==> src/verilog/apdu_cmd_pkg.sv <==
package apdu_cmd_pkg;
  // command kinds, decoded upstream from the instruction byte
  typedef enum logic [2:0] {
    cmd_other_type      = 3'h0,
    cmd_challenge_type  = 3'h1,
    cmd_profile_type    = 3'h2,
    cmd_envelope_type   = 3'h3,
    cmd_fetch_type      = 3'h4,
    cmd_term_resp_type  = 3'h5,
    cmd_get_resp_type   = 3'h6
  } cmd_kind_type;

  // status words answered by this block
  localparam logic [15:0] SW_OK            = 16'h9000;
  localparam logic [15:0] SW_TECH_PROBLEM  = 16'h6f00;
  localparam logic [15:0] SW_WRONG_PARAM   = 16'h6b00;
  localparam logic [7:0]  SW1_MORE_DATA    = 8'h61;
  localparam logic [7:0]  PARAM_ZERO       = 8'h00;
  localparam int          CHAN_W           = 2;
  localparam int          NUM_CHAN         = 4;
  localparam int          RAND_W           = 8;
  localparam int          RAND_MAX_BYTES   = 8;
  localparam logic [7:0]  LE_ZERO          = 8'h00;
  localparam logic [7:0]  RAND_MAX_LEN     = 8'h08;
  localparam logic [15:0] LFSR_SEED        = 16'hace1;
  localparam logic [15:0] LFSR_TAPS        = 16'hb400;
  // class byte field holding the logical channel
  localparam int          CLA_CHAN_LSB     = 0;
endpackage : apdu_cmd_pkg

==> src/verilog/rand_lfsr.sv <==
`timescale 1ns/100ps
// free-running galois lfsr; quality is an application concern
module rand_lfsr
  import apdu_cmd_pkg::*;
(
  input  wire logic        mclk_in,
  input  wire logic        reset_n_in,
  output logic [15:0]      state_out
);
  logic [15:0] lfsr_reg;
  wire  [15:0] lfsr_next = lfsr_reg[0] ? ((lfsr_reg >> 1) ^ LFSR_TAPS)
                                       : (lfsr_reg >> 1);

  // advances every cycle so each challenge picks up fresh bits
  always_ff @(posedge mclk_in or negedge reset_n_in) begin
    if (!reset_n_in) lfsr_reg <= LFSR_SEED;
    else             lfsr_reg <= lfsr_next;
  end

  assign state_out = lfsr_reg;
endmodule : rand_lfsr

==> src/verilog/card_apdu_command_handler.sv <==
`timescale 1ns/100ps
module card_apdu_command_handler
  import apdu_cmd_pkg::*;
(
  input  wire logic               mclk_in,
  input  wire logic               reset_n_in,
  input  wire logic               cmd_valid_in,
  input  wire cmd_kind_type       cmd_kind_in,
  input  wire logic [7:0]         cla_in,
  input  wire logic [7:0]         p1_in,
  input  wire logic [7:0]         p2_in,
  input  wire logic [7:0]         le_in,
  input  wire logic               le_present_in,
  input  wire logic               proactive_valid_in,
  input  wire logic [7:0]         proactive_len_in,
  input  wire logic               envelope_len_valid_in,
  input  wire logic [7:0]         envelope_len_in,
  input  wire logic [CHAN_W-1:0]  ref_chan_in,
  output logic [RAND_W*RAND_MAX_BYTES-1:0] ref_rand_out,
  output logic                    ref_rand_valid_out,
  output logic                    resp_valid_out,
  output logic [15:0]             resp_sw_out,
  output logic [7:0]              resp_len_out,
  output logic                    resp_from_rand_out,
  output logic [RAND_W*RAND_MAX_BYTES-1:0] resp_rand_out,
  output logic                    pend_valid_out
);
  localparam int RW = RAND_W*RAND_MAX_BYTES;

  // per-channel random storage, kept until the next challenge there
  logic [RW-1:0]      rand_mem_reg [NUM_CHAN];
  logic [NUM_CHAN-1:0] rand_ok_reg;
  logic               pend_reg;
  logic [CHAN_W-1:0]  pend_chan_reg;
  logic [7:0]         pend_len_reg;
  logic               pend_rand_reg;
  logic               resp_valid_reg;
  logic [15:0]        resp_sw_reg;
  logic [7:0]         resp_len_reg;
  logic               resp_from_rand_reg;
  logic [RW-1:0]      resp_rand_reg;
  logic [15:0]        lfsr_state;
  logic [RW-1:0]      fresh_rand_reg;

  rand_lfsr u_rand (
    .mclk_in    (mclk_in),
    .reset_n_in (reset_n_in),
    .state_out  (lfsr_state)
  );

  // shift lfsr bits into a wide pool so successive words differ
  always_ff @(posedge mclk_in or negedge reset_n_in) begin
    if (!reset_n_in) fresh_rand_reg <= '0;
    else fresh_rand_reg <= {fresh_rand_reg[RW-17:0], lfsr_state};
  end

  // decode of the incoming command
  wire [CHAN_W-1:0] cmd_chan   = cla_in[CLA_CHAN_LSB +: CHAN_W];
  wire params_zero  = (p1_in == PARAM_ZERO) && (p2_in == PARAM_ZERO);
  wire is_chal      = cmd_valid_in && cmd_kind_in == cmd_challenge_type;
  wire is_getr      = cmd_valid_in && cmd_kind_in == cmd_get_resp_type;
  wire is_fetch     = cmd_valid_in && cmd_kind_in == cmd_fetch_type;
  wire is_env       = cmd_valid_in && cmd_kind_in == cmd_envelope_type;
  wire is_nodata    = cmd_valid_in && (cmd_kind_in == cmd_profile_type ||
                                       cmd_kind_in == cmd_term_resp_type);
  wire is_handled   = is_chal || is_getr || is_fetch || is_env || is_nodata;
  wire bad_param    = is_handled && !params_zero;
  // le of zero means maximum; cap random length at storage size
  wire [7:0] chal_len = (le_in == LE_ZERO || le_in > RAND_MAX_LEN)
                        ? RAND_MAX_LEN : le_in;
  // get response is good only straight after its command, same channel
  wire getr_ok      = pend_reg && (pend_chan_reg == cmd_chan);
  wire [7:0] getr_len = (le_in == LE_ZERO || le_in > pend_len_reg)
                        ? pend_len_reg : le_in;
  wire fetch_go     = is_fetch && params_zero && proactive_valid_in;
  wire [7:0] fetch_len = (le_present_in && le_in != LE_ZERO &&
                          le_in < proactive_len_in) ? le_in
                                                    : proactive_len_in;
  wire env_go       = is_env && params_zero && envelope_len_valid_in;
  wire new_pend     = (is_chal && params_zero) || fetch_go || env_go;
  wire [7:0] new_pend_len = is_chal ? chal_len :
                            (fetch_go ? fetch_len : envelope_len_in);

  // random storage per channel
  always_ff @(posedge mclk_in or negedge reset_n_in) begin
    if (!reset_n_in) begin
      rand_ok_reg <= '0;
      for (int i = 0; i < NUM_CHAN; i++) rand_mem_reg[i] <= '0;
    end else if (is_chal && params_zero) begin
      rand_mem_reg[cmd_chan] <= fresh_rand_reg;
      rand_ok_reg[cmd_chan]  <= 1'b1;
    end
  end

  // pending response: any new command ends the old one
  always_ff @(posedge mclk_in or negedge reset_n_in) begin
    if (!reset_n_in) begin
      pend_reg      <= 1'b0;
      pend_chan_reg <= '0;
      pend_len_reg  <= '0;
      pend_rand_reg <= 1'b0;
    end else if (cmd_valid_in) begin
      pend_reg      <= new_pend;
      pend_chan_reg <= cmd_chan;
      pend_len_reg  <= new_pend_len;
      pend_rand_reg <= is_chal;
    end
  end

  // next answer selection; get response before any command is harmless
  logic [15:0] sw_next;
  logic [7:0]  len_next;
  logic        from_rand_next;
  always_comb begin
    sw_next        = SW_OK;
    len_next       = '0;
    from_rand_next = 1'b0;
    if (bad_param) begin
      sw_next = SW_WRONG_PARAM;
    end else if (is_getr) begin
      if (getr_ok) begin
        len_next       = getr_len;
        from_rand_next = pend_rand_reg;
      end else begin
        sw_next = SW_TECH_PROBLEM;
      end
    end else if (new_pend) begin
      sw_next = {SW1_MORE_DATA, new_pend_len};
    end
  end

  // registered answer, one cycle after the command
  always_ff @(posedge mclk_in or negedge reset_n_in) begin
    if (!reset_n_in) begin
      resp_valid_reg     <= 1'b0;
      resp_sw_reg        <= SW_OK;
      resp_len_reg       <= '0;
      resp_from_rand_reg <= 1'b0;
      resp_rand_reg      <= '0;
    end else begin
      resp_valid_reg     <= is_handled;
      resp_sw_reg        <= sw_next;
      resp_len_reg       <= len_next;
      resp_from_rand_reg <= from_rand_next;
      resp_rand_reg      <= rand_mem_reg[pend_chan_reg];
    end
  end

  assign resp_valid_out     = resp_valid_reg;
  assign resp_sw_out        = resp_sw_reg;
  assign resp_len_out       = resp_len_reg;
  assign resp_from_rand_out = resp_from_rand_reg;
  assign resp_rand_out      = resp_rand_reg;
  assign pend_valid_out     = pend_reg;
  // internal users see the latest number of the named channel
  assign ref_rand_out       = rand_mem_reg[ref_chan_in];
  assign ref_rand_valid_out = rand_ok_reg[ref_chan_in];

  a_bad_param_sw: assert property (@(posedge mclk_in)
    disable iff (!reset_n_in) bad_param |=> resp_valid_out &&
    resp_sw_out == SW_WRONG_PARAM && resp_len_out == 8'h00)
    else $error("bad parameters not refused");
  a_getr_seq: assert property (@(posedge mclk_in)
    disable iff (!reset_n_in) is_getr && params_zero && !getr_ok
    |=> resp_sw_out == SW_TECH_PROBLEM)
    else $error("out of sequence get response not refused");
  a_chal_pend: assert property (@(posedge mclk_in)
    disable iff (!reset_n_in) is_chal && params_zero
    |=> pend_valid_out && resp_sw_out[15:8] == SW1_MORE_DATA
    && resp_sw_out[7:0] <= RAND_MAX_LEN)
    else $error("challenge did not announce data");
  a_len_cap: assert property (@(posedge mclk_in)
    disable iff (!reset_n_in) is_getr && getr_ok && params_zero
    && le_in != 8'h00 |=> resp_len_out <= $past(le_in))
    else $error("response longer than le");
  a_chan_drop: assert property (@(posedge mclk_in)
    disable iff (!reset_n_in) pend_valid_out && cmd_valid_in
    && cmd_chan != pend_chan_reg && !new_pend |=> !pend_valid_out)
    else $error("pending response kept across channel");
  a_rand_store: assert property (@(posedge mclk_in)
    disable iff (!reset_n_in) is_chal && params_zero
    |=> rand_mem_reg[$past(cmd_chan)] == $past(fresh_rand_reg))
    else $error("random not bound to channel");
  a_rand_keep: assert property (@(posedge mclk_in)
    disable iff (!reset_n_in) !is_chal |=> $stable(rand_ok_reg))
    else $error("random validity changed");
  a_nodata_len: assert property (@(posedge mclk_in)
    disable iff (!reset_n_in) is_nodata |=> resp_len_out == 8'h00
    && !pend_valid_out)
    else $error("no-data command produced data");
  // a served get response must say ok and name the right data source
  a_getr_serve: assert property (@(posedge mclk_in)
    disable iff (!reset_n_in) is_getr && getr_ok && params_zero
    |=> resp_sw_out == SW_OK && resp_from_rand_out == $past(pend_rand_reg))
    else $error("pending data not served");
  // main scenarios: challenge then retrieval, toolkit data, lost answers
  c_chal_getr: cover property (@(posedge mclk_in)
    disable iff (!reset_n_in) is_chal ##[1:2] is_getr && getr_ok);
  c_envelope: cover property (@(posedge mclk_in)
    disable iff (!reset_n_in) env_go);
  c_chan_lose: cover property (@(posedge mclk_in)
    disable iff (!reset_n_in) pend_valid_out && cmd_valid_in
    && cmd_chan != pend_chan_reg);
  c_fetch: cover property (@(posedge mclk_in)
    disable iff (!reset_n_in) fetch_go);
  c_tech: cover property (@(posedge mclk_in)
    disable iff (!reset_n_in) is_getr && !getr_ok);
endmodule : card_apdu_command_handler

==> config.mk <==
export PLATFORM = sky130hd
export DESIGN_NAME = card_apdu_command_handler
export DESIGN_NICKNAME = d
export VERILOG_FILES = /design/src/verilog/apdu_cmd_pkg.sv /design/src/verilog/rand_lfsr.sv /design/src/verilog/card_apdu_command_handler.sv
export SDC_FILE = /design/constraint.sdc
export NUM_CORES = 1
export LEC_CHECK = 0
export BUFFER_PORTS_ARGS = -buffer_cell sky130_fd_sc_hd__buf_2
export CORE_MARGIN = 5
export CORE_UTILIZATION = 30
export DETAILED_ROUTE_END_ITERATION = 16
export PLACE_DENSITY = 0.53
export SLEW_MARGIN = 25
export SYNTH_ARGS = -nofsm -noshare
export SYNTH_HDL_FRONTEND = slang
export SYNTH_HIERARCHICAL = 1
export SYNTH_SLANG_ARGS = --single-unit
==> constraint.sdc <==
create_clock -name mclk_in -period 2.4 [get_ports mclk_in]
set_clock_uncertainty 0.1 [all_clocks]
set_input_delay 0.36 -clock mclk_in [delete_from_list [all_inputs] [get_ports mclk_in]]
set_output_delay 0.36 -clock mclk_in [all_outputs]
set_load 0.02 [all_outputs]
==> results by group, run 1 <==
Status
  • Status: complete, no violations

Synthesis
  • Cell taking the most area after synthesis: dfrtp_1
  • Async set-reset flop share out of synthesis: 1.00
  • Most common cell in the netlist: dfrtp_1
  • Mapped Cells: 1100
  • #FFs+latches synth: 438
  • Synth top area cells: dfrtp_1 (57%), mux4_2 (16%), mux2_1 (11%), mux2_4 (3.9%), mux2_2 (1.4%)
  • Cell area after synthesis: 18700 um^2
  • Post-synth net total: 1174
  • Ys flop type: dfrtp_1
  • Register area share after synthesis: 0.585
  • Count of flip-flops with a built-in enable after synthesis: 0
  • Syn_area_per_cell: 17.0 um^2
  • Syn. warnings: 6
  • Unique cell type count in the Yosys netlist: 55
  • Post-synth top area share: 0.573
  • Synth cell count leaders: dfrtp_1 (429), mux2_1 (187), mux4_2 (129)

STA
  • RSZ-0062 raised after global routing: false
  • Fin. max-slew vios: 0
  • Final Hold Vio Count: 0
  • Final Critical Period: 2.19 ns
  • Fmax: 457 MHz
  • Final hold slack: 0.0917 ns
  • TNS Setup: 0 ns
  • Setup ws final: 0.212 ns
  • Rel. slew slack: 0.599
  • Tcrit/Tclk final: 0.912
  • Worst Max-Slew Pin Slew: 0.601 ns
  • Final setup viols: 0

Worst setup path
  • CP required: 1.94 ns
  • Max FO, Critical Path: 3
  • Crit Path Class: flop to primary output
  • Critical Path AT: 1.73 ns
  • Worst Setup Start Kind: flop
  • CP endpoint kind: primary output

Drt
  • WL final: 48300 um
  • Via count: 10.7k
  • # DRC: 0
  • Via density: 4.76
  • DRT iter0 DRCs: 540
  • Router iterations before antenna repair: 4
  • Post-DR wirelength/cell: 21.5 um
  • Remaining antenna violation count: 0

Power
  • Worst vdd ir: 0.463 mV
  • Static leakage: 11.6 nW
  • Power Density: 698 nW/um^2

Floorplanning
  • Site Rows: 91
  • Die area: 67600 um^2
  • Chip width: 260 um
  • Initial core utilization: 0.303
  • Die height: 260 um
  • Core Box Area: 61800 um^2
  • Io pins: 215

Job
  • Max_cap viols: 0

Clocking
  • Worst-skew pair later-pin latency: 0.58 ns
  • H-tree Lvls: 2
  • Clock sinks: 438
  • Clock transition at the registers of the reported paths: 0.06 ns
  • Root buf cell: clkbuf_16
  • CTS tree: done
  • Inserted Clock Buffers: 49
  • Clk buf depth: 3

Placement
  • Final GP Congestion: 0.812
  • PortBufs: 208
  • Hpwl dp: 31600 um
  • Dpl ws: -0.208 ns
  • Placed Cells incl. Taps: 2139

Global routing
  • First-pass GRT wire length: 74700 um
  • Initial antenna violation count: 1
  • Largest net degree at the start of global routing: 66
  • Vias in the first global route: 12.0k
  • Overall Global Routing Usage: 0.144
  • Remaining Overflow, GRT: 0

Cells and area
  • Number of flip-flops in the largest register: 256
  • Non-filler instance count after layout: 2244
  • Area added between synthesis and finish: 22.9%
  • Final core utilization: 0.372
  • Share of cells above drive strength 1: 0.420
  • Net count, final: 1438

Worst hold path
  • Hold Crit Class: primary input to flop
## placed cells by master, fill, tap and decap left out, types with 20 or more instances in the layout
cell type,n
mux2_1,187
dfrtp_1,427
o21ai_0,20
buf_4,48
buf_12,27
mux2_2,23
clkbuf_16,51
inv_1,22
mux2_4,49
buf_2,205
mux4_2,129
a21oi_1,21
## logic make-up after synthesis
kind of cell / Yosys count / share of synthesized area
DFF: 438 / 0.585
muxes: 388 / 0.320
buffers and inverters: 101 / 0.0331
and+or+nand+nor: 82 / 0.0248
AOI/OAI and AO/OA: 70 / 0.0234
adders and majority gates: 15 / 0.0100
xor gates and xnor gates: 6 / 0.00280
## what timing repair did
item | 4_1_cts | 5_1_grt
endpoints found under the hold margin | 57 | 0
buffers inserted | 0 | 0
hold buffers | 11 | 0
resized for setup | 0 | 0
## critical path: stages, from the launching register on
cell     delay [ns]
dfrtp_1        0.39
mux4_2         0.56
buf_2          0.20
## metrics by stage
step | area (um^2) | power, mW
after floorplan | 18700 | 7.98
after detailed placement | 21200 | 8.45
after global placement | 21200 | 8.45
after CTS | 23000 | 16.3
final | 23000 | 16.1
after global routing | 23000 | 16.7
## per-layer routing
metal / GRT usage / part of all wire / up-vias
li1: - / - / 4642
met1: 0.193 / 0.44 / 5775
met2: 0.242 / 0.50 / 201
met3: 0.0250 / 0.037 / 66
met4: 0.0392 / 0.026 / 0
met5: 0 / 0 / -
## final cells by class
class,instances,area (um^2)
antenna,3,7.51
clock buffer,65,1380
clock inverter,26,299
fill,5825,38800
inverter,22,82.6
multi-input combinational,561,7180
sequential,438,11000
tap,837,1050
timing repair buffer,292,2050
## power breakdown
part | switching (mW) | leakage (nW) | internal, mW
Combinational | 0.540 | 4.75 | 0.346
Sequential | 0.0170 | 6.06 | 7.41
Clock | 3.07 | 0.816 | 4.69
Total | 3.62 | 11.6 | 12.4
## path summary, 6_finish.rpt
kind	startpoint	end	slack [ns]	cells after the start
min in group asynchronous	reset_n_in	rand_mem_reg[188]$_DFFE_PN0P_	0.25	2
setup / recovery	rand_mem_reg[13]$_DFFE_PN0P_	ref_rand_out[13]	0.21	2
hold / removal	le_in[2]	resp_len_out[2]$_DFF_PN0_	0.09	4
hold reg to reg	u_rand/state_out[6]$_DFF_PN1_	u_rand/state_out[5]$_DFF_PN1_	0.27	0
max in group asynchronous	reset_n_in	u_rand/state_out[5]$_DFF_PN1_	1.19	3
setup reg to reg	pend_len_reg[1]$_DFFE_PN0P_	resp_len_out[1]$_DFF_PN0_	0.42	8
(Power assumes the default switching activity.)
==> inputs of run 2 (changes only) <==
--- a/config.mk
+++ b/config.mk
@@ -9,9 +9,9 @@
 export CORE_MARGIN = 5
 export CORE_UTILIZATION = 30
 export DETAILED_ROUTE_END_ITERATION = 16
-export PLACE_DENSITY = 0.53
+export GPL_TIMING_DRIVEN = 0
+export PLACE_DENSITY = 0.54
 export SLEW_MARGIN = 25
 export SYNTH_ARGS = -nofsm -noshare
 export SYNTH_HDL_FRONTEND = slang
-export SYNTH_HIERARCHICAL = 1
 export SYNTH_SLANG_ARGS = --single-unit
==> results by group, run 2 <==
STA
  • Tcrit/Tclk final: 0.965 (+0.0535)
  • Worst Max-Slew Pin Slew: 0.854 ns (+0.253 ns)
  • Fmax: 432 MHz (-5.5%)
  • Final setup viols: 0 (unchanged)
  • Final hold slack: 0.0385 ns (-0.0532 ns)
  • Fin. max-slew vios: 0 (unchanged)
  • TNS Setup: 0 ns (unchanged)
  • Final Critical Period: 2.32 ns (+0.128 ns)
  • RSZ-0062 raised after global routing: false
  • Rel. slew slack: 0.431 (-0.169)
  • Final Hold Vio Count: 0 (unchanged)

Power
  • Cell internal pwr: 8.39 mW (-33%)
  • P_sw: 2.61 mW (-28%)
  • Reg power frac: 0.472 (+0.010)
  • Static leakage: 8.33 nW (-28%)
  • Total Power: 11.0 mW (-32%)
  • Comb pwr share: 0.060 (+0.005)
  • Worst vdd ir: 0.396 mV (-15%)
  • Power Density: 668 nW/um^2 (-4.3%)
  • Clock Power Share: 0.468 (-0.015)
  • Switching Fraction: 0.237 (+0.0116)

Placement
  • Final GP Congestion: 0.812 (unchanged)
  • Dpl cell area: 15300 um^2 (-28%)
  • Hpwl dp: 23900 um (-24%)
  • PortBufs: 204 (-1.9%)
  • Placed Cells incl. Taps: 1639 (-23%)

Clocking
  • Worst-skew pair later-pin latency: 0.54 ns (-0.04 ns)
  • CTS tree: done
  • Inserted Clock Buffers: 36 (-27%)
  • Clk buf depth: 3 (unchanged)
  • Root buf cell: clkbuf_16
  • Clock transition at the registers of the reported paths: 0.06 ns (about the same)
  • H-tree Lvls: 2 (unchanged)
  • Clock sinks: 305 (-30%)
  • Setup bufs post-CTS: 0 (unchanged)

Floorplanning
  • Io pins: 215 (unchanged)
  • Chip width: 222 um (-15%)
  • Initial core utilization: 0.303 (about the same)
  • Core Box Area: 44300 um^2 (-28%)
  • Site Rows: 77 (-15%)
  • Die area: 49100 um^2 (-27%)
  • Die height: 222 um (-15%)

Cells and area
  • Share of cells above drive strength 1: 0.558 (+0.138)
  • Finished layout cell area: 16500 um^2 (-28%)
  • Commonest non-fill, non-tap cells in the layout: dfrtp_1 (294), buf_2 (215), mux2_2 (161)
  • Commonest non-fill, non-tap cell in the layout: dfrtp_1
  • Net count, final: 1159 (-19%)
  • Area added between synthesis and finish: 22.5%
  • Number of flip-flops in the largest register: 172 (-33%)
  • Non-filler instance count after layout: 1702 (-24%)
  • FILL cells: 4224 (-27%)

Synthesis
  • Synth cell count leaders: dfrtp_1 (296), mux2_2 (161), mux4_2 (87)
  • Ys flop type: dfrtp_1
  • Mapped Cells: 839 (-24%)
  • Xor/xnor cell area share of the yosys netlist: 0.00326 (+0.000454)
  • Cell area after synthesis: 13400 um^2 (-28%)
  • Synth top area cells: dfrtp_1 (55%), mux4_2 (15%), mux2_2 (13%), buf_4 (2.8%), dfstp_2 (1.8%)
  • Mux cell area share after synthesis: 0.292 (-0.0282)
  • Post-synth top area share: 0.551 (-0.0217)
  • Count of flip-flops with a built-in enable after synthesis: 0 (unchanged)
  • Simple-Gate Fraction of Synth Area: 0.0376 (+0.0128)
  • Syn_area_per_cell: 16.0 um^2 (-6.0%)
  • Fraction of the mapped netlist area in adder cells: 0.0140 (+0.00395)
  • Syn. warnings: 0 (-6)
  • Unique cell type count in the Yosys netlist: 52 (-5.5%)
  • #FFs+latches synth: 305 (-30%)
  • Synth Area in Compound Gates: 0.0337 (+0.0103)
  • Async set-reset flop share out of synthesis: 1.00 (unchanged)
  • Largest family of logic cells by synthesized area: multiplexers
  • Post-synth net total: 913 (-22%)
  • Most common cell in the netlist: dfrtp_1
  • Cell taking the most area after synthesis: dfrtp_1
  • Register area share after synthesis: 0.569 (-0.0168)

Drt
  • # DRC: 0 (unchanged)
  • Router iterations before antenna repair: 4 (unchanged)
  • DRT iter0 DRCs: 349 (-35%)
  • Post-DR wirelength/cell: 20.3 um (-5.8%)
  • Via density: 4.73 (-0.59%)
  • Remaining antenna violation count: 0 (unchanged)
  • Via count: 8056 (-25%)
  • WL final: 34500 um (-29%)

Global routing
  • Remaining Overflow, GRT: 0 (unchanged)
  • Largest net degree at the start of global routing: 95 (+44%)
  • Initial antenna violation count: 1 (unchanged)
  • First-pass GRT wire length: 53400 um (-29%)
  • Overall Global Routing Usage: 0.139 (-0.00465)
  • Vias in the first global route: 8693 (-27%)

Worst setup path
  • Critical Path AT: 1.86 ns (+0.13 ns)
  • Crit Path Class: primary input to primary output
  • Critical register-to-register path startpoint: pend_chan_reg[0]$_DFFE_PN0P_
  • CP endpoint kind: primary output
  • Worst Setup Start Kind: primary input
  • Crit path from: ref_chan_in[0]
  • Max FO, Critical Path: 10 (+7)
  • CP required: 1.94 ns (about the same)

Worst hold path
  • Hold Crit Class: primary input to flop
  • Hold_sp: le_in[1]

Job
  • Max_cap viols: 0 (unchanged)

Status
  • Status: complete, no violations
-- run 2: per-layer routing --
| layer | part of all wire | up-vias | global-route usage |
|---|---|---|---|
| met5 | 0 | - | 0 |
| met4 | 0.033 | 0 | 0.0507 |
| met3 | 0.036 | 57 | 0.0240 |
| met2 | 0.48 | 175 | 0.224 |
| met1 | 0.45 | 4237 | 0.191 |
| li1 | - | 3587 | - |
-- run 2: layout make-up --
type,instances,area [um^2],share of cell area
multi-input combinational,420,5120,0.311
clock buffer,53,1020,0.0622
buffer,89,617,0.0375
tap,592,741,0.0450
timing repair buffer,210,1150,0.0697
clock inverter,9,85.1,0.00517
inverter,23,86.3,0.00524
antenna,1,2.50,0.000152
sequential,305,7650,0.464
-- run 2: metrics by stage --
stage	util	setup WS [ns]
floorplan	-	0.0952
global placement	0.343	-5.02
detailed placement	0.345	-0.570
CTS	0.372	0.0594
global route	0.372	0.0158
finish	0.372	0.0832
-- run 2: worst paths after layout --
kind	end	slack, ns	cells past startpoint
max	ref_rand_out[19]	0.08	5
max reg2reg	resp_len_out[5]$_DFF_PN0_	0.15	5
max in group asynchronous	u_rand.state_out[15]$_DFF_PN1_	1.04	3
min in group asynchronous	resp_rand_out[57]$_DFF_PN0_	0.28	2
min	resp_len_out[1]$_DFF_PN0_	0.04	3
min reg2reg	u_rand.state_out[6]$_DFF_PN1_	0.27	0
-- run 2: worst max-delay path, cell delays in order --
cell and delay (ns):
clkbuf_4 0.26, buf_4 0.31, mux4_2 0.61, buf_4 0.16, buf_2 0.15
-- run 2: power groups by stage --
stage                     clock (mW)  sequential (mW)  combinational [mW]
after global routing            5.52             5.20               0.731
after floorplan                    0             5.28               0.345
final                           5.15             5.20               0.657
after detailed placement           0             5.27               0.687
after CTS                       5.35             5.20               0.675
after global placement             0             5.27               0.656
-- run 2: repair_timing --
action                                 4_1_cts  5_1_grt
gates resized for setup                     16        0
hold buffers                                 2        0
setup endpoints to repair                   89        0
endpoints found under the hold margin       60        0
-- run 2: cells by family after synthesis --
group / Yosys count
muxes: 262
AOI/OAI and AO/OA: 62
and+or+nand+nor: 76
adders and majority gates: 15
DFF: 305
xor gates and xnor gates: 5
buffers and inverters: 114
